**config.mk**
```make
export PLATFORM = sky130hd
export DESIGN_NAME = rbam_top
export DESIGN_NICKNAME = d
export VERILOG_FILES = /design/src/rbam_pkg.sv /design/src/rbam_top.sv /design/src/rbam_xlate.sv
export VERILOG_INCLUDE_DIRS = /design/src
export SDC_FILE = /design/constraint.sdc
export NUM_CORES = 1
export LEC_CHECK = 0
export BUFFER_PORTS_ARGS = -buffer_cell sky130_fd_sc_hd__buf_2
export CAP_MARGIN = 20
export CELL_PAD_IN_SITES_DETAIL_PLACEMENT = 1
export CELL_PAD_IN_SITES_GLOBAL_PLACEMENT = 2
export CORE_MARGIN = 1
export CORE_UTILIZATION = 33
export DETAILED_ROUTE_END_ITERATION = 8
export PLACE_DENSITY = 0.84
export SYNTH_ARGS = -nofsm -noshare
export SYNTH_HDL_FRONTEND = slang
export SYNTH_SLANG_ARGS = --single-unit
```
**constraint.sdc**
```tcl
create_clock -name clock -period 2.85 [get_ports clock]
set_clock_uncertainty 0.1 [all_clocks]
set_input_delay 0.285 -clock clock [delete_from_list [all_inputs] [get_ports clock]]
set_output_delay 0.285 -clock clock [all_outputs]
set_load 0.02 [all_outputs]
```
**src/rbam_params.svh**
```systemverilog
// Constants for the region/block address mapper.
// Assumes inclusion by the mapper package and modules only.
`ifndef RBAM_PARAMS_SVH
`define RBAM_PARAMS_SVH
`define RBAM_OP_MAP 8'h5c
`define RBAM_OP_NOP 8'hea
`define RBAM_MAP_CYCLES 3'h4
`define RBAM_BLK_MSB 15
`define RBAM_BLK_LSB 13
`define RBAM_PAGE_BITS 8
`define RBAM_EN_LSB 4
`define RBAM_OFFH_MSB 3
`define RBAM_UPPER_BLK 4
`define RBAM_RST_BYTE 8'h00
`endif

```
**src/rbam_pkg.sv**
```systemverilog
// Types shared by the mapper modules.
// Assumes rbam_params.svh is on the include path.
package rbam_pkg;
   typedef logic [7:0] rbam_byte_t;
   typedef logic [11:0] rbam_off_t;
   typedef logic [19:0] rbam_paddr_t;
   typedef enum logic [1:0] {RBAM_IDLE, RBAM_LOAD} rbam_state_t;
endpackage

```
**src/rbam_top.sv**
```systemverilog
// Mapper top: mapper registers, load sequencer, inhibit, address out.
// Assumes the core presents opcode fetch strobes and register values.
`timescale 1ns/1ps
`include "rbam_params.svh"
////////////////////////////////////////////////////////////////////////
// Contract
// (RQ1) Eight equal blocks, two four-block regions
// (RQ2) Unmapped block passes address unchanged
// (RQ3) Mapped block adds its region offset
// (RQ4) Low eight bits never translated
// (RQ5) Mapped output low on remapped access
// (RQ6) Load op copies A X Y Z
// (RQ7) Interrupts inhibited until next no-op
// (RQ8) Software arranges offset and enable bits
// (RQ9) Zero offset gives same address
// (RQ10) Twelve-bit add, carry discarded
// (RQ11) Reset clears enables and offsets
module rbam_top
   import rbam_pkg::*;
(
   input wire logic clock,
   input wire logic rst,
   input wire logic op_fetch,
   input wire rbam_byte_t opcode,
   input wire rbam_byte_t reg_a,
   input wire rbam_byte_t reg_x,
   input wire rbam_byte_t reg_y,
   input wire rbam_byte_t reg_z,
   input wire logic addr_valid,
   input wire logic [15:0] laddr,
   output rbam_paddr_t paddr,
   output logic mapped_n,
   output logic irq_inhibit,
   output logic map_busy
);
   rbam_byte_t lower_offset_low;
   rbam_byte_t lower_enable_offset_high;
   rbam_byte_t upper_offset_low;
   rbam_byte_t upper_enable_offset_high;
   rbam_state_t state;
   rbam_state_t next_state;
   logic [2:0] cyc;
   logic [2:0] next_cyc;
   rbam_byte_t a_hold;
   rbam_byte_t x_hold;
   rbam_byte_t y_hold;
   rbam_byte_t z_hold;
   rbam_paddr_t comb_paddr;
   logic comb_mapped;
   ////////////////////////////////////////////////////////////////////
   wire logic is_map = op_fetch && opcode == `RBAM_OP_MAP;
   wire logic is_nop = op_fetch && opcode == `RBAM_OP_NOP;
   wire logic last_cyc = state == RBAM_LOAD && cyc == `RBAM_MAP_CYCLES - 3'h1;
   wire logic take = state == RBAM_IDLE && is_map;
   wire logic release_nop = state == RBAM_IDLE && is_nop;
   wire logic next_busy = take || (state == RBAM_LOAD && !last_cyc);
   wire rbam_off_t lower_off = {lower_enable_offset_high[3:0],
                                lower_offset_low}; // RQ8
   wire rbam_off_t upper_off = {upper_enable_offset_high[3:0],
                                upper_offset_low}; // RQ8
   wire logic [7:0] enables = {upper_enable_offset_high[7:4],
                               lower_enable_offset_high[7:4]}; // RQ8
   rbam_xlate u_xlate (
      .laddr(laddr),
      .lower_off(lower_off),
      .upper_off(upper_off),
      .block_remap_enable(enables),
      .paddr(comb_paddr),
      .mapped(comb_mapped)
   );
   ////////////////////////////////////////////////////////////////////
   // Opcodes fetched while loading are refused by staying in LOAD
   always_comb begin
      next_state = state;
      next_cyc = cyc;
      unique case (state)
         RBAM_IDLE: begin
            if (is_map) begin
               next_state = RBAM_LOAD; // RQ6
               next_cyc = 3'h1;
            end
         end
         RBAM_LOAD: begin
            if (last_cyc) begin
               next_state = RBAM_IDLE;
               next_cyc = 3'h0;
            end else begin
               next_cyc = cyc + 3'h1;
            end
         end
         default: begin
            next_state = RBAM_IDLE;
            next_cyc = 3'h0;
         end
      endcase
   end
   always_ff @(posedge clock or posedge rst) begin
      if (rst) begin
         state <= RBAM_IDLE;
         cyc <= 3'h0;
      end else begin
         state <= next_state;
         cyc <= next_cyc;
      end
   end
   // Snapshot at the take edge; the map registers change only at the
   // last cycle, so the new map steers accesses after the instruction
   always_ff @(posedge clock or posedge rst) begin
      if (rst) begin
         a_hold <= `RBAM_RST_BYTE;
         x_hold <= `RBAM_RST_BYTE;
         y_hold <= `RBAM_RST_BYTE;
         z_hold <= `RBAM_RST_BYTE;
      end else if (take) begin
         a_hold <= reg_a; // RQ6
         x_hold <= reg_x; // RQ6
         y_hold <= reg_y; // RQ6
         z_hold <= reg_z; // RQ6
      end
   end
   always_ff @(posedge clock or posedge rst) begin
      if (rst) begin
         lower_offset_low <= `RBAM_RST_BYTE; // RQ11
         lower_enable_offset_high <= `RBAM_RST_BYTE; // RQ11
         upper_offset_low <= `RBAM_RST_BYTE; // RQ11
         upper_enable_offset_high <= `RBAM_RST_BYTE; // RQ11
      end else if (last_cyc) begin
         lower_offset_low <= a_hold; // RQ6
         lower_enable_offset_high <= x_hold; // RQ6
         upper_offset_low <= y_hold; // RQ6
         upper_enable_offset_high <= z_hold; // RQ6
      end
   end
   always_ff @(posedge clock or posedge rst) begin
      if (rst) begin
         irq_inhibit <= 1'b0;
      end else if (take) begin
         irq_inhibit <= 1'b1; // RQ7
      end else if (release_nop) begin
         irq_inhibit <= 1'b0; // RQ7
      end
   end
   // Registered output adds one cycle of latency to the bus address
   always_ff @(posedge clock or posedge rst) begin
      if (rst) begin
         paddr <= 20'h00000;
         mapped_n <= 1'b1;
         map_busy <= 1'b0;
      end else begin
         paddr <= comb_paddr; // RQ2 RQ3
         mapped_n <= !(comb_mapped && addr_valid); // RQ5
         map_busy <= next_busy; // RQ6
      end
   end
   ////////////////////////////////////////////////////////////////////
   // The first edge after reset has no registered access behind it
   AST_LOW_BITS: assert property (@(posedge clock) disable iff (rst) // RQ4
      !$past(rst) |-> paddr[7:0] == $past(laddr[7:0]))
      else $error("low address bits altered");
   AST_UNMAPPED: assert property (@(posedge clock) disable iff (rst) // RQ2
      (mapped_n && !$past(rst)) |->
         paddr == {4'h0, $past(laddr)} || !$past(addr_valid))
      else $error("unmapped address changed");
   AST_MAPPED_ADD: assert property (@(posedge clock) disable iff (rst) // RQ3
      !mapped_n |-> paddr[19:8] == 12'({4'h0, $past(laddr[15:8])} +
         ($past(laddr[15]) ? $past(upper_off) : $past(lower_off))))
      else $error("mapped address wrong");
   AST_FLAG: assert property (@(posedge clock) disable iff (rst) // RQ5
      $past(addr_valid) |-> mapped_n == !$past(enables[laddr[15:13]]))
      else $error("mapped flag wrong");
   AST_LOAD4: assert property (@(posedge clock) disable iff (rst) // RQ6
      take |-> ##4 lower_offset_low == $past(reg_a, 4))
      else $error("load not done in four cycles");
   AST_LOAD_Z: assert property (@(posedge clock) disable iff (rst) // RQ6
      take |-> ##4
         upper_enable_offset_high == $past(reg_z, 4))
      else $error("upper enables not loaded");
   AST_INHIBIT: assert property (@(posedge clock) disable iff (rst) // RQ7
      (state == RBAM_IDLE && is_map) |=> irq_inhibit)
      else $error("inhibit not set");
   AST_RELEASE: assert property (@(posedge clock) disable iff (rst) // RQ7
      (irq_inhibit && !is_nop) |=> irq_inhibit)
      else $error("inhibit dropped without no-op");
   AST_ZERO_OFF: assert property (@(posedge clock) disable iff (rst) // RQ9
      (lower_off == 12'h000 && upper_off == 12'h000) |=>
         paddr == {4'h0, $past(laddr)})
      else $error("zero offset changed address");
   ////////////////////////////////////////////////////////////////////
   AST_LOAD_X: assert property (@(posedge clock) disable iff (rst) // RQ6
      take |-> ##4 lower_enable_offset_high == $past(reg_x, 4))
      else $error("lower enables not loaded");
   AST_LOAD_Y: assert property (@(posedge clock) disable iff (rst) // RQ6
      take |-> ##4 upper_offset_low == $past(reg_y, 4))
      else $error("upper offset not loaded");
   AST_CLEAR: assert property (@(posedge clock) disable iff (rst) // RQ7
      release_nop |=> !irq_inhibit)
      else $error("no-op did not release inhibit");
   AST_INH_RISE: assert property (@(posedge clock) disable iff (rst) // RQ7
      (!irq_inhibit && !take) |=> !irq_inhibit)
      else $error("inhibit rose without a load");
   AST_BUSY_IRQ: assert property (@(posedge clock) disable iff (rst) // RQ7
      map_busy |-> irq_inhibit)
      else $error("inhibit low during a load");
   AST_BUSY: assert property (@(posedge clock) disable iff (rst) // RQ6
      take |=> map_busy [*3] ##1 !map_busy)
      else $error("busy length wrong");
   AST_STAY_LOAD: assert property (@(posedge clock) disable iff (rst) // RQ6
      (state == RBAM_LOAD && !last_cyc) |=> state == RBAM_LOAD)
      else $error("load sequence cut short");
   AST_IDLE_CYC: assert property (@(posedge clock) disable iff (rst) // RQ6
      state == RBAM_IDLE |-> cyc == 3'h0)
      else $error("cycle count left over in idle");
   AST_SNAPSHOT: assert property (@(posedge clock) disable iff (rst) // RQ6
      state == RBAM_LOAD |=> $stable(a_hold) && $stable(z_hold))
      else $error("refused load overwrote snapshot");
   AST_MAP_HOLD: assert property (@(posedge clock) disable iff (rst) // RQ6
      !last_cyc |=> $stable(lower_offset_low) && $stable(upper_offset_low)
         && $stable(lower_enable_offset_high)
         && $stable(upper_enable_offset_high))
      else $error("map registers changed outside a load");
   AST_RESET_MAP: assert property (@(posedge clock) disable iff (rst) // RQ11
      $past(rst) |-> lower_off == 12'h000 && upper_off == 12'h000
         && enables == 8'h00 && mapped_n && !irq_inhibit && !map_busy)
      else $error("reset left the map loaded");
endmodule

```
**src/rbam_xlate.sv**
```systemverilog
// Translation path: block select, offset add, mapped flag.
// Assumes register values are stable on the same clock.
`timescale 1ns/1ps
`include "rbam_params.svh"
module rbam_xlate
   import rbam_pkg::*;
(
   input wire logic [15:0] laddr,
   input wire rbam_off_t lower_off,
   input wire rbam_off_t upper_off,
   input wire logic [7:0] block_remap_enable,
   output rbam_paddr_t paddr,
   output logic mapped
);
   wire logic [2:0] blk = laddr[`RBAM_BLK_MSB:`RBAM_BLK_LSB]; // RQ1
   wire logic in_upper = blk[2]; // RQ1
   wire logic blk_en = block_remap_enable[blk];
   wire rbam_off_t sel_off = in_upper ? upper_off : lower_off; // RQ3
   // Carry out of bit 19 dropped by the 12-bit width
   wire logic [11:0] high_sum = 12'({4'h0, laddr[15:8]} + sel_off); // RQ10
   assign mapped = blk_en; // RQ5
   assign paddr = blk_en ? {high_sum, laddr[7:0]} // RQ3 RQ4 RQ9
                         : {4'h0, laddr}; // RQ2
endmodule

```
After elaboration in Yosys (flattened, before gate mapping)
Cells that the tools add are included.
Widths: inputs -> output; s select.
{"block": "totals", "ff_bits": 92, "latchBits": 0, "ram_bits": 0, "rom_bits": 0, "in_bits": 60, "elab_cells": 48, "n_memories": 0}
{"block": "classes", "n_addsub": 2, "mul": 0, "div": 0, "magnitude_cmp": 1, "eq_ne": 6, "shifts": 0, "mux": 12, "n_bitwise": 0, "reduce_logical": 13}
{"cell": "$mux 20", "n": 1}
{"cell": "$add 8x12->12", "n": 1}
{"cell": "$mux 12", "n": 1}
{"cell": "$eq 8x7->1 const B", "n": 1}
{"cell": "$eq 8x8->1 const B", "n": 1}
{"cell": "$logic_and 1x1->1", "n": 7}
{"cell": "$mux 3", "n": 2}
{"cell": "$pmux 3 s2", "n": 1}
{"cell": "$lt 3x4->1 const B", "n": 1}
{"cell": "$mux 2", "n": 2}
{"cell": "$ne 2x2->1 const B", "n": 2}
{"cell": "$pmux 2 s2", "n": 1}
{"cell": "$add 3x1->3 const B", "n": 1}
{"cell": "$bmux 1 s3", "n": 1}
{"cell": "$eq 3x2->1 const B", "n": 1}
{"cell": "$mux 1", "n": 3}
{"cell": "$eq 2x1->1 const B", "n": 1}
{"cell": "$logic_not 1->1", "n": 2}
{"cell": "$logic_not 2->1", "n": 1}
{"cell": "$reduce_and 2->1", "n": 1}
{"cell": "$reduce_bool 2->1", "n": 1}
{"cell": "$logic_or 1x1->1", "n": 1}

Logic depth before layout (Yosys ltp)
Gate-level depths: netlist of run 1.
{"block": "logic_depth", "ltp_word": 5, "ltp_mapped": 11, "ltp_nobuf": 9}

Cells and area by module
A second synthesis of run 1 with hierarchy kept.
{"block": "unflattened", "cells_unflattened": 293, "hier_area_um2": 4071.4}
{"module": "rbam_top", "instances": 1, "cells_each": 185, "area_per_inst_um2": 3235.6}
{"module": "rbam_xlate", "instances": 1, "cells_each": 108, "area_per_inst_um2": 835.8}

Worst setup path after synthesis of run 1
OpenSTA, ideal clock, no wires.
{"block": "synth_path", "path_kind": "input-to-reg", "from": "input laddr[15]", "to": "register paddr[17]", "arrival_ns": 2.652, "required_ns": 2.625, "setup_slack_ns": -0.027, "stages": 9, "n_path_buf": 2, "path_cell_list": "clkbuf_1 -> buf_2 -> mux2_2 -> ha_1 -> a21o_1 -> and3_1 -> o31a_1 -> o21ai_1 -> mux2_4"}
{"block": "synth_between", "elab_chain_len": 3}
{"item": "from (decl)", "line": "rbam_top.sv:30", "text": "input wire logic [15:0] laddr,"}
{"item": "$mux 12 / $bmux 1 s3 (equally long branches)", "line": "rbam_xlate.sv:18, rbam_xlate.sv:17"}
{"item": "$add 8x12->12 / $mux 1 (equally long branches)", "line": "rbam_xlate.sv:20, rbam_xlate.sv:17"}
{"item": "$mux 20 *", "line": "rbam_xlate.sv:22", "text": "assign paddr = blk_en ? {high_sum, laddr[7:0]}"}
{"item": "via comb_paddr[17]", "line": "rbam_top.sv:48", "text": "rbam_paddr_t comb_paddr;"}
{"item": "to (signal assigned)", "line": "rbam_top.sv:150", "text": "paddr <= comb_paddr;"}
{"item": "to (decl)", "line": "rbam_top.sv:31", "text": "output rbam_paddr_t paddr,"}
The timed path passes the listed nets; every way through them passes the cells marked *. The select of a mux whose other input is x is not followed.
A chain may end at the register's enable or synchronous reset.

Final worst setup path of run 1
{"block": "layout_path", "from": "register upper_offset_low[1]", "to": "register paddr[17]"}
{"block": "layout_between", "elab_chain_len": 3}
{"item": "from (decl)", "line": "rbam_top.sv:38", "text": "rbam_byte_t upper_offset_low;"}
{"item": "from (signal assigned)", "line": "rbam_top.sv:125", "text": "upper_offset_low <= `RBAM_RST_BYTE;"}
{"item": "from (signal assigned)", "line": "rbam_top.sv:130", "text": "upper_offset_low <= y_hold;"}
{"item": "$mux 12", "line": "rbam_xlate.sv:18", "text": "wire rbam_off_t sel_off = in_upper ? upper_off : lower_off;"}
{"item": "$add 8x12->12", "line": "rbam_xlate.sv:20", "text": "wire logic [11:0] high_sum = 12'({4'h0, laddr[15:8]} + sel_off);"}
{"item": "$mux 20", "line": "rbam_xlate.sv:22"}
{"item": "via comb_paddr[17]", "line": "rbam_top.sv:48"}
The timed path passes the listed nets, and every way through them passes these cells.

==> qor.csv, run 1 <==
stage,metric,value,unit
outcome,failing checks,design-rule violations,
final_layout,nets,452,
worst_setup_path,worst r2r dst,paddr[17],
clock_tree,CTS tree,yes,
sta,final period utilization,84.52,%
clock_tree,CTS buffer count,9,
drt,via/cell ratio,4.806,
global_route,vias in the first global route,2826,
worst_setup_path,FF-to-FF path depth,8,
place,Placer Congestion,0.7553,
power_and_ir_drop,pwr dens,585.0,nW/µm²
floorplanning,core area,11560,µm²
drt,DRC viols,12,
job,Max-cap violations,0,
yosys,Cells after Synth,284,
place,Place WS,0.2091,ns
worst_hold_path,HP Start,reg_y[1],
drt,post-route ant nets,0,
worst_setup_path,reg2reg start,upper_offset_low[1],
yosys,syn_nets,354,
floorplanning,io pins,83,
clock_tree,H-tree depth,3,
place,# port buffers,82,
global_route,initial antenna violation count,0,
drt,1st-pass router iterations,6,
worst_setup_path,R2R setup slack,0.44,ns
place,placed wire-length estimate,5.835,mm
yosys,Synth area leaders,"dfrtp_1 57%, mux2_2 21%, ha_1 2.9%, o21ai_0 1.8%, mux4_1 1.3%",
worst_setup_path,Slowest Stage Delay on Critical Path,0.40,ns
clock_tree,maximum root-to-sink buffer count,2,
floorplanning,Die Y,111.4,µm
global_route,first-pass GRT wire length,13.94,mm
clock_tree,clock-pin slew on the worst setup and hold paths,0.07,ns
sta,final hold vios,0,
worst_setup_path,slowest CP cell,dfrtp_1,
final_layout,share of post-route cells with drive strength above 1,47.03,%
worst_setup_path,crit path DAT,2.53,ns
sta,Worst-Margin Slew,0.5274,ns
yosys,most frequent cells after synthesis,"90 x dfrtp_1, 74 x mux2_2, 14 x o21ai_0, 13 x nand2_1, 9 x ha_1",
yosys,dominant cell by count in the synthesized netlist,dfrtp_1,
worst_setup_path,Critical Path RT,2.97,ns
power_and_ir_drop,maximum vdd drop,0.2405,mV
sta,final setup margin,0.4411,ns
power_and_ir_drop,Leakage,0.002559,µW
floorplanning,Die Area,12410,µm²
floorplanning,Die X,111.4,µm
sta,total negative setup slack,0,ns
sta,"Slew Viols, Final",0,
sta,Rel. slew slack,64.80,%
clock_tree,Root Buffer Master,clkbuf_16,
yosys,register area share after synthesis,57.68,%
drt,final wirelength,8.050,mm
worst_setup_path,Startpoint Class,flop,
yosys,flop and latch count out of synthesis,91,
clock_tree,worst-skew pair later-pin latency,0.33,ns
floorplanning,Initial Util,34.16,%
worst_hold_path,worst hold endpoint,y_hold[1],
drt,drt wl/cell,15.19,µm
sta,RSZ-0062 raised after global routing,no,
outcome,status,"complete, but fails checks",
clock_tree,post_cts resized,0,
final_layout,# diodes,0,
final_layout,Area Growth Syn to Fin,24.49,%
yosys,"Primary FF master, synth",dfrtp_1,
worst_hold_path,Hold Crit Class,in -> reg,
yosys,share of the synthesized area in the top cell type,57.02,%
worst_setup_path,CP Cell Sequence,mux2i_1 > inv_1 > ha_1 > a211oi_1 > nor3_1 > o31a_1 > o21ai_1 > mux2_4,
worst_setup_path,CP endpoint kind,flop,
yosys,Post-synth ARST share,100.0,%
drt,DRT iter0 DRCs,73,
sta,minimum clock period,2.409,ns
drt,DR vias,2547,
clock_tree,Sinks on Clock Net,91,
yosys,post-synth top area cell,dfrtp_1,
yosys,Ys Warns,0,
yosys,Post-synth EDFFs,0,
clock_tree,setup bufs post-CTS,0,
floorplanning,Row Count,39,
global_route,GRT Total Usage,14.52,%
yosys,Mean Syn Cell Area,13.91,µm²
yosys,Mapped Area,3950,µm²
sta,"Setup violations, final",0,
clock_tree,hold_buf cts,10,
worst_setup_path,kind of critical path,reg -> reg,
worst_setup_path,Crit Path Max Fanout,3,
yosys,Unique masters post-synth,46,
global_route,Congestion Overflow GR,0,
global_route,largest net degree at the start of global routing,64,
sta,fmax,0.4151,GHz
worst_hold_path,hold depth,2,
stage by stage:
step / util (%) / hold slack [ns] / total power [µW] / std cells / instance area (µm²)
3_3_place_gp: 39.22 / 0.2354 / 1763 / 504 / 4536
6_report: 42.52 / 0.07494 / 2877 / 530 / 4917
3_5_place_dp: 39.22 / 0.2458 / 1781 / 504 / 4536
5_1_grt: 42.52 / 0.06555 / 3017 / 530 / 4917
2_1_floorplan: - / 0.2164 / 1652 / 284 / 3953
4_1_cts: 42.52 / 0.06169 / 2926 / 530 / 4917
layout make-up:
| cell class | instances | area, µm² |
|---|---|---|
| flip-flops and latches | 91 | 2278 |
| inverters | 5 | 20.02 |
| repair buffers | 98 | 568.0 |
| multi-input cells | 177 | 1590 |
| fillers | 1222 | 6648 |
| clock buffers | 11 | 242.7 |
| well taps | 143 | 178.9 |
| clock inverters | 5 | 38.79 |
report_power, final:
part / switching, µW / internal [µW]
Clock: 500 / 618
Combinational: 174 / 166
Sequential: 46.2 / 1370
Total: 719 / 2160
critical path: cells and delay by family, from the launching register on:
kind / cells / cell delay [ns]
adders and majority gates: 1 / 0.29
AOI/OAI and AO/OA: 3 / 0.72
buffers and inverters: 1 / 0.08
and+or+nand+nor: 1 / 0.12
muxes: 2 / 0.58
DFF: 1 / 0.40
logic make-up after synthesis:
group,Yosys count,synth area share [%]
buf+inv,16,2.217
fa+ha+maj,10,3.358
compound gates,34,5.449
flops,91,57.68
mux,80,23.57
simple gates,48,6.620
xor+xnor,5,1.109
layer usage:
layer	global-route usage [%]	up-vias	wire, µm
met3	3.048	11	274
met2	24.71	45	3960
met5	0	-	0
li1	-	1218	-
met4	6.216	0	134
met1	17.91	1273	3680
worst max path at each step:
stage	start	end	slack [ns]	cells past startpoint
after floorplan	laddr[15]	paddr[17]	0.02	9
final	upper_offset_low[1]	paddr[17]	0.44	8
after global placement	laddr[15]	paddr[17]	0.29	8
after global routing	upper_offset_low[1]	paddr[17]	0.29	8
after CTS	upper_offset_low[1]	paddr[17]	0.42	8
after detailed placement	laddr[15]	paddr[17]	0.21	8
sequential cells by signal (all words and copies together) (netlist names):
name / cells
a_hold: 8
cyc: 3
irq_inhibit: 1
lower_enable_offset_high: 8
lower_offset_low: 8
map_busy: 1
mapped_n: 1
paddr: 20
state: 1
upper_enable_offset_high: 8
upper_offset_low: 8
x_hold: 8
y_hold: 8
z_hold: 8
cells in the final DEF, fill, tap and decap left out, types with 4 or more instances in the layout:
| cell type | synthesis | layout |
|---|---|---|
| dfrtp_1 | 90 | 90 |
| buf_2 | 4 | 82 |
| mux2_2 | 74 | 74 |
| o21ai_0 | 14 | 14 |
| nand2_1 | 13 | 13 |
| dlygate4sd3_1 | 0 | 10 |
| ha_1 | 9 | 9 |
| clkbuf_16 | 0 | 9 |
| nand2b_1 | 5 | 5 |
| nor2_1 | 5 | 5 |
| buf_4 | 3 | 5 |
| inv_1 | 5 | 4 |
| a21o_1 | 4 | 4 |
| nor3_1 | 4 | 4 |
| a21oi_1 | 4 | 4 |
Power figures use the tool's default switching activity.
==> run 2: changes to the inputs <==
- clock period: 2.85 -> 2.1 ns (I/O delays scaled with it)
==> run 2 against run 1 <==
Against the previous run: the flow finishes with violations (design-rule violations, negative setup slack); die area unchanged; sequential cell count is the same; sequential power grew 36%; sequential share of layout area is 5.0 points lower; utilization up 5.2 points; clock-buffer cell count down 1; maximum frequency grew 5.8%; global-route usage is 1.8 points higher; total power rose by 44%; highest routed layer unchanged.
==> qor.csv, run 2 (synthesis results as in run 1) <==
stage,metric,value,unit,change
place,Placer Congestion,0.7937,,+5.1%
worst_setup_path,Crit Path Max Fanout,3,,unchanged
drt,final wirelength,9.572,mm,+19%
sta,final hold vios,0,,unchanged
drt,1st-pass router iterations,8,,+2
final_layout,post-route cell area,5515,µm²,+12%
floorplanning,Die Y,111.4,µm,unchanged
worst_setup_path,Startpoint Class,flop,,
global_route,largest net degree at the start of global routing,41,,-36%
sta,Worst-Margin Slew,0.5047,ns,-0.02274 ns
clock_tree,worst-skew pair later-pin latency,0.34,ns,about the same
power_and_ir_drop,Pint,3108,µW,+44%
clock_tree,Root Buffer Master,clkbuf_16,,
final_layout,share of post-route cells with drive strength above 1,53.61,%,+6.6 points
drt,drt wl/cell,16.73,µm,+10%
place,placed wire-length estimate,6.587,mm,+13%
global_route,vias in the first global route,3003,,+6.3%
power_and_ir_drop,pwr dens,752.9,nW/µm²,+29%
power_and_ir_drop,Leakage,0.002803,µW,+9.5%
outcome,failing checks,"design-rule violations, negative setup slack",,
drt,DRT iter0 DRCs,86,,+18%
sta,"Slew Viols, Final",0,,unchanged
worst_hold_path,Hold Crit Class,in -> reg,,
power_and_ir_drop,switching fraction of total power,25.17,%,+0.15 points
clock_tree,CTS tree,yes,,
sta,minimum clock period,2.276,ns,-0.1330 ns
sta,fmax,0.4394,GHz,+5.8%
drt,DR vias,2753,,+8.1%
power_and_ir_drop,sw power,1045,µW,+45%
outcome,status,"complete, but fails checks",,
sta,"Setup violations, final",5,,+5
clock_tree,clock-pin slew on the worst setup and hold paths,0.06,ns,about the same
job,Max-cap violations,0,,unchanged
floorplanning,Row Count,39,,unchanged
drt,post-route ant nets,0,,unchanged
power_and_ir_drop,total power,4153,µW,+44%
final_layout,max reg flops,20,,unchanged
clock_tree,H-tree depth,3,,unchanged
clock_tree,Sinks on Clock Net,91,,unchanged
place,Place WS,-0.3128,ns,-0.5219 ns
final_layout,most frequent cells in the layout,"90 x dfrtp_1, 82 x buf_2, 73 x mux2_2",,
place,dpl cell area,4777,µm²,+5.3%
final_layout,Area Growth Syn to Fin,39.63,%,
sta,total negative setup slack,-0.5432,ns,-0.5432 ns
floorplanning,Die X,111.4,µm,unchanged
worst_setup_path,crit path DAT,2.41,ns,-0.12 ns
final_layout,Non-Filler Instances,572,,+7.9%
sta,RSZ-0062 raised after global routing,yes,,
global_route,Congestion Overflow GR,0,,unchanged
final_layout,Fill cells,1207,,-1.2%
drt,DRC viols,10,,-2
drt,via/cell ratio,4.813,,+0.15%
sta,Rel. slew slack,66.29,%,+1.5 points
worst_setup_path,Critical Path RT,2.23,ns,-0.74 ns
floorplanning,Die Area,12410,µm²,unchanged
global_route,first-pass GRT wire length,15.46,mm,+11%
clock_tree,CTS buffer count,9,,unchanged
worst_setup_path,kind of critical path,reg -> reg,,
floorplanning,core area,11560,µm²,unchanged
final_layout,"Most flops, register",paddr,,
floorplanning,Initial Util,34.16,%,unchanged
final_layout,nets,494,,+9.3%
global_route,GRT Total Usage,16.27,%,+1.8 points
clock_tree,maximum root-to-sink buffer count,2,,unchanged
power_and_ir_drop,Clk pwr share,39.2,%,+0.3 points
final_layout,"leading cell type in the layout, fill and taps excluded",dfrtp_1,,
sta,final setup margin,-0.1759,ns,-0.6170 ns
floorplanning,io pins,83,,unchanged
final_layout,# diodes,0,,unchanged
power_and_ir_drop,maximum vdd drop,0.3450,mV,+43%
global_route,initial antenna violation count,0,,unchanged
power_and_ir_drop,combinational share of power,14.3,%,+2.5 points
place,# port buffers,82,,unchanged
place,Placed Cells,522,,+3.6%
sta,final period utilization,108.4,%,+24 points
worst_setup_path,CP endpoint kind,flop,,
power_and_ir_drop,sequential power share,46.5,%,-2.8 points
run 2: worst paths after layout:
check | startpoint | to | slack, ns | cells after the start
worst max register to register | upper_offset_low[0] | paddr[17] | -0.18 | 7
min in group asynchronous | rst | paddr[0] | 0.35 | 3
worst max-delay path | upper_offset_low[0] | paddr[17] | -0.18 | 7
worst min register to register | a_hold[0] | lower_offset_low[0] | 0.40 | 1
worst min-delay path | reg_y[5] | y_hold[5] | 0.007 | 2
max in group asynchronous | rst | x_hold[4] | 1.00 | 4
run 2: area by class of cell:
class	count	area, µm²	share of cell area, %
Sequential cell	91	2278	41.31
Multi-Input combinational cell	177	1760	31.92
Timing Repair Buffer	140	973.4	17.65
Clock buffer	10	229.0	4.152
Tap cell	143	178.9	3.244
Clock inverter	6	72.57	1.316
Inverter	5	22.52	0.4083
run 2: timing repair:
action / 4_1_cts / 5_1_grt
pin swaps: 8 / 14
hold buffers: 25 / 0
setup endpoints to repair: 5 / 6
resized for setup: 10 / 14
hold endpoints to repair: 41 / 0
buffers inserted: 3 / 6
run 2: metal layers:
| layer | global-route usage [%] | vias up | part of all wire [%] |
|---|---|---|---|
| met5 | 0 | - | 0 |
| met4 | 7.658 | 0 | 2.0 |
| met3 | 2.831 | 13 | 3.6 |
| met2 | 27.04 | 53 | 51 |
| met1 | 20.74 | 1377 | 43 |
| li1 | - | 1310 | - |
run 2: power groups by stage:
stage	clock [µW]	combinational, µW	sequential [µW]
after floorplan	0	292	1970
after global placement	0	487	1950
after detailed placement	0	513	1960
after CTS	1680	567	1930
after global routing	1740	650	1940
final	1630	595	1930
run 2: critical path, stage by stage (launching register included):
cell and delay (ns):
dfrtp_1 0.42, mux2_2 0.32, ha_4 0.19, a211oi_4 0.29, nor3_4 0.08, o31a_1 0.32
o21ai_2 0.14, mux2_4 0.30
run 2: through the flow:
stage          hold WS [ns]  util [%]
3_5_place_dp         0.1749     41.31
4_1_cts            0.001057     46.71
5_1_grt            0.001271     47.69
3_3_place_gp         0.1700     41.31
2_1_floorplan        0.1414         -
6_report           0.006530     47.69
==> run 3: changes to the inputs <==
- SETUP_SLACK_MARGIN: default -> 0.1
==> run 3 against run 2 <==
Against the previous run: the flow still finishes with violations (design-rule violations, negative setup slack); sequential share of layout area down 0.24 points; worst hold slack better by 0.00076 ns; die area unchanged; clock-buffer cell count down 1; sequential cell count unchanged; largest power group unchanged.
==> qor.csv, run 3 (synthesis results as in run 1) <==
stage,metric,value,unit,change
worst_setup_path,CP endpoint kind,flop,,
job,Max-cap violations,0,,unchanged
power_and_ir_drop,Clk pwr share,37.3,%,-1.9 points
power_and_ir_drop,maximum vdd drop,0.4312,mV,+25%
drt,drt wl/cell,16.76,µm,+0.15%
floorplanning,core area,11560,µm²,unchanged
worst_setup_path,FF-to-FF path depth,7,,unchanged
global_route,M1 GR Usage,20.16,%,-0.58 points
drt,post-route ant nets,0,,unchanged
power_and_ir_drop,combinational share of power,15.0,%,+0.7 points
worst_hold_path,Hold Crit Class,in -> reg,,
drt,1st-pass router iterations,6,,-2
outcome,failing checks,"design-rule violations, negative setup slack",,
clock_tree,clock-pin slew on the worst setup and hold paths,0.07,ns,about the same
sta,total negative setup slack,-0.2895,ns,+0.2537 ns
floorplanning,Die Y,111.4,µm,unchanged
global_route,first-pass GRT wire length,15.91,mm,+2.9%
worst_setup_path,crit path DAT,2.38,ns,-0.03 ns
floorplanning,Initial Util,34.16,%,unchanged
global_route,initial antenna violation count,1,,+1
place,placed wire-length estimate,6.487,mm,-1.5%
power_and_ir_drop,sw power,1062,µW,+1.6%
final_layout,nets,493,,-0.20%
floorplanning,io pins,83,,unchanged
global_route,vias in the first global route,3101,,+3.3%
worst_setup_path,kind of critical path,reg -> reg,,
power_and_ir_drop,Pint,2986,µW,-3.9%
floorplanning,Row Count,39,,unchanged
outcome,status,"complete, but fails checks",,
final_layout,"Most flops, register",paddr,,
place,Placer Congestion,0.7977,,+0.50%
drt,final wirelength,9.570,mm,about the same
drt,DRT iter0 DRCs,147,,+71%
global_route,gr busiest metal,met2,,
worst_setup_path,Critical Path RT,2.23,ns,about the same
final_layout,most frequent cells in the layout,"88 x dfrtp_1, 82 x buf_2, 70 x mux2_2",,
clock_tree,Root Buffer Master,clkbuf_16,,
sta,final hold vios,0,,unchanged
sta,fmax,0.4443,GHz,+1.1%
place,# port buffers,82,,unchanged
clock_tree,CTS buffer count,9,,unchanged
global_route,GRT met2 Usage,28.71,%,+1.7 points
sta,minimum clock period,2.251,ns,-0.02531 ns
place,Place WS,-0.3711,ns,-0.05826 ns
worst_hold_path,hold depth,2,,unchanged
clock_tree,Sinks on Clock Net,91,,unchanged
sta,"Slew Viols, Final",0,,unchanged
global_route,M3 GR Usage,3.430,%,+0.60 points
global_route,Congestion Overflow GR,0,,unchanged
final_layout,Fill cells,1198,,-0.75%
sta,final setup margin,-0.1506,ns,+0.02531 ns
final_layout,Final Util,48.03,%,+0.34 points
global_route,GRT Total Usage,16.73,%,+0.46 points
sta,Worst-Margin Slew,0.5346,ns,+0.02995 ns
worst_setup_path,Startpoint Class,flop,,
sta,RSZ-0062 raised after global routing,yes,,
final_layout,# diodes,0,,unchanged
floorplanning,Die X,111.4,µm,unchanged
sta,Rel. slew slack,63.98,%,-2.3 points
global_route,largest net degree at the start of global routing,36,,-12%
drt,via/cell ratio,4.834,,+0.43%
power_and_ir_drop,sequential power share,47.7,%,+1.2 points
final_layout,Area Growth Syn to Fin,40.61,%,
clock_tree,CTS tree,yes,,
clock_tree,worst-skew pair later-pin latency,0.35,ns,about the same
final_layout,max reg flops,20,,unchanged
clock_tree,H-tree depth,3,,unchanged
worst_setup_path,Crit Path Max Fanout,2,,-1
drt,DRC viols,12,,+2
power_and_ir_drop,Leakage,0.002779,µW,-0.83%
clock_tree,maximum root-to-sink buffer count,2,,unchanged
sta,final period utilization,107.2,%,-1.2 points
power_and_ir_drop,pwr dens,728.8,nW/µm²,-3.2%
sta,"Setup violations, final",4,,-1
final_layout,"leading cell type in the layout, fill and taps excluded",dfrtp_1,,
floorplanning,Die Area,12410,µm²,unchanged
final_layout,share of post-route cells with drive strength above 1,54.67,%,+1.1 points
drt,DR vias,2760,,+0.25%
power_and_ir_drop,switching fraction of total power,26.24,%,+1.1 points
## run 3: changes by cell type in the layout (fill, tap and decap cells not counted), moves of 2 or more
cell	change
inv_1	-2
mux2_2	-3
clkinv_2	+2
dfrtp_1	-2
dlygate4sd3_1	+4
inv_2	+2
ha_4	+2
buf_6	-4
dfrtp_2	+2
mux2_4	+3
## run 3: power by group through the flow
stage / Combinational, µW / Clock [µW] / Sequential [µW]
after floorplan: 308 / 0 / 1970
after global routing: 668 / 1630 / 1950
after detailed placement: 524 / 0 / 1960
after global placement: 501 / 0 / 1950
final: 608 / 1510 / 1930
after CTS: 582 / 1560 / 1930
## run 3: layout make-up
class	instances	area [µm²]	area share, %
well taps	143	178.9	3.221
clock buffers	9	225.2	4.055
repair buffers	139	948.4	17.08
inverters	5	22.52	0.4055
flip-flops and latches	91	2281	41.07
clock inverters	7	51.30	0.9236
multi-input cells	177	1847	33.25
## run 3: layer usage
layer | wire, µm | part of all wire, %
met5 | 0 | 0
met4 | 244 | 2.5
met3 | 307 | 3.2
met2 | 4878 | 51
met1 | 4140 | 43
## run 3: stage by stage
step,cell area [µm²],hold WS [ns],total power (µW),std cells
after global placement,4837,0.07133,2456,522
after detailed placement,4837,0.08020,2487,522
final,5554,0.007292,4048,571
after global routing,5554,0.001541,4244,571
after floorplan,4129,0.1414,2278,284
after CTS,5455,0.0006807,4075,570
## run 3: path summary, 6_finish.rpt
check / from / endpoint / slack, ns
worst min-delay path: reg_z[2] / z_hold[2] / 0.007
min in group asynchronous: rst / upper_enable_offset_high[0] / 0.26
worst max register to register: lower_offset_low[4] / paddr[17] / -0.15
worst max-delay path: lower_offset_low[4] / paddr[17] / -0.15
max in group asynchronous: rst / upper_enable_offset_high[7] / 0.96
worst min register to register: irq_inhibit / irq_inhibit / 0.37
## run 3: what timing repair did
item                                   in CTS  in global routing
setup endpoints to repair                   6                  7
gates resized for setup                     8                 16
hold buffers                               29                  0
pin swaps                                  14                  8
endpoints found under the hold margin      59                  0
buffers inserted                            3                  1
## run 3: critical path, cell delays in order, from the launching register on
cell and delay [ns]:
dfrtp_1 0.39, mux2_4 0.29, ha_4 0.22, a21o_1 0.17, and3_4 0.16, o31a_1 0.32
o21ai_2 0.17, mux2_4 0.32
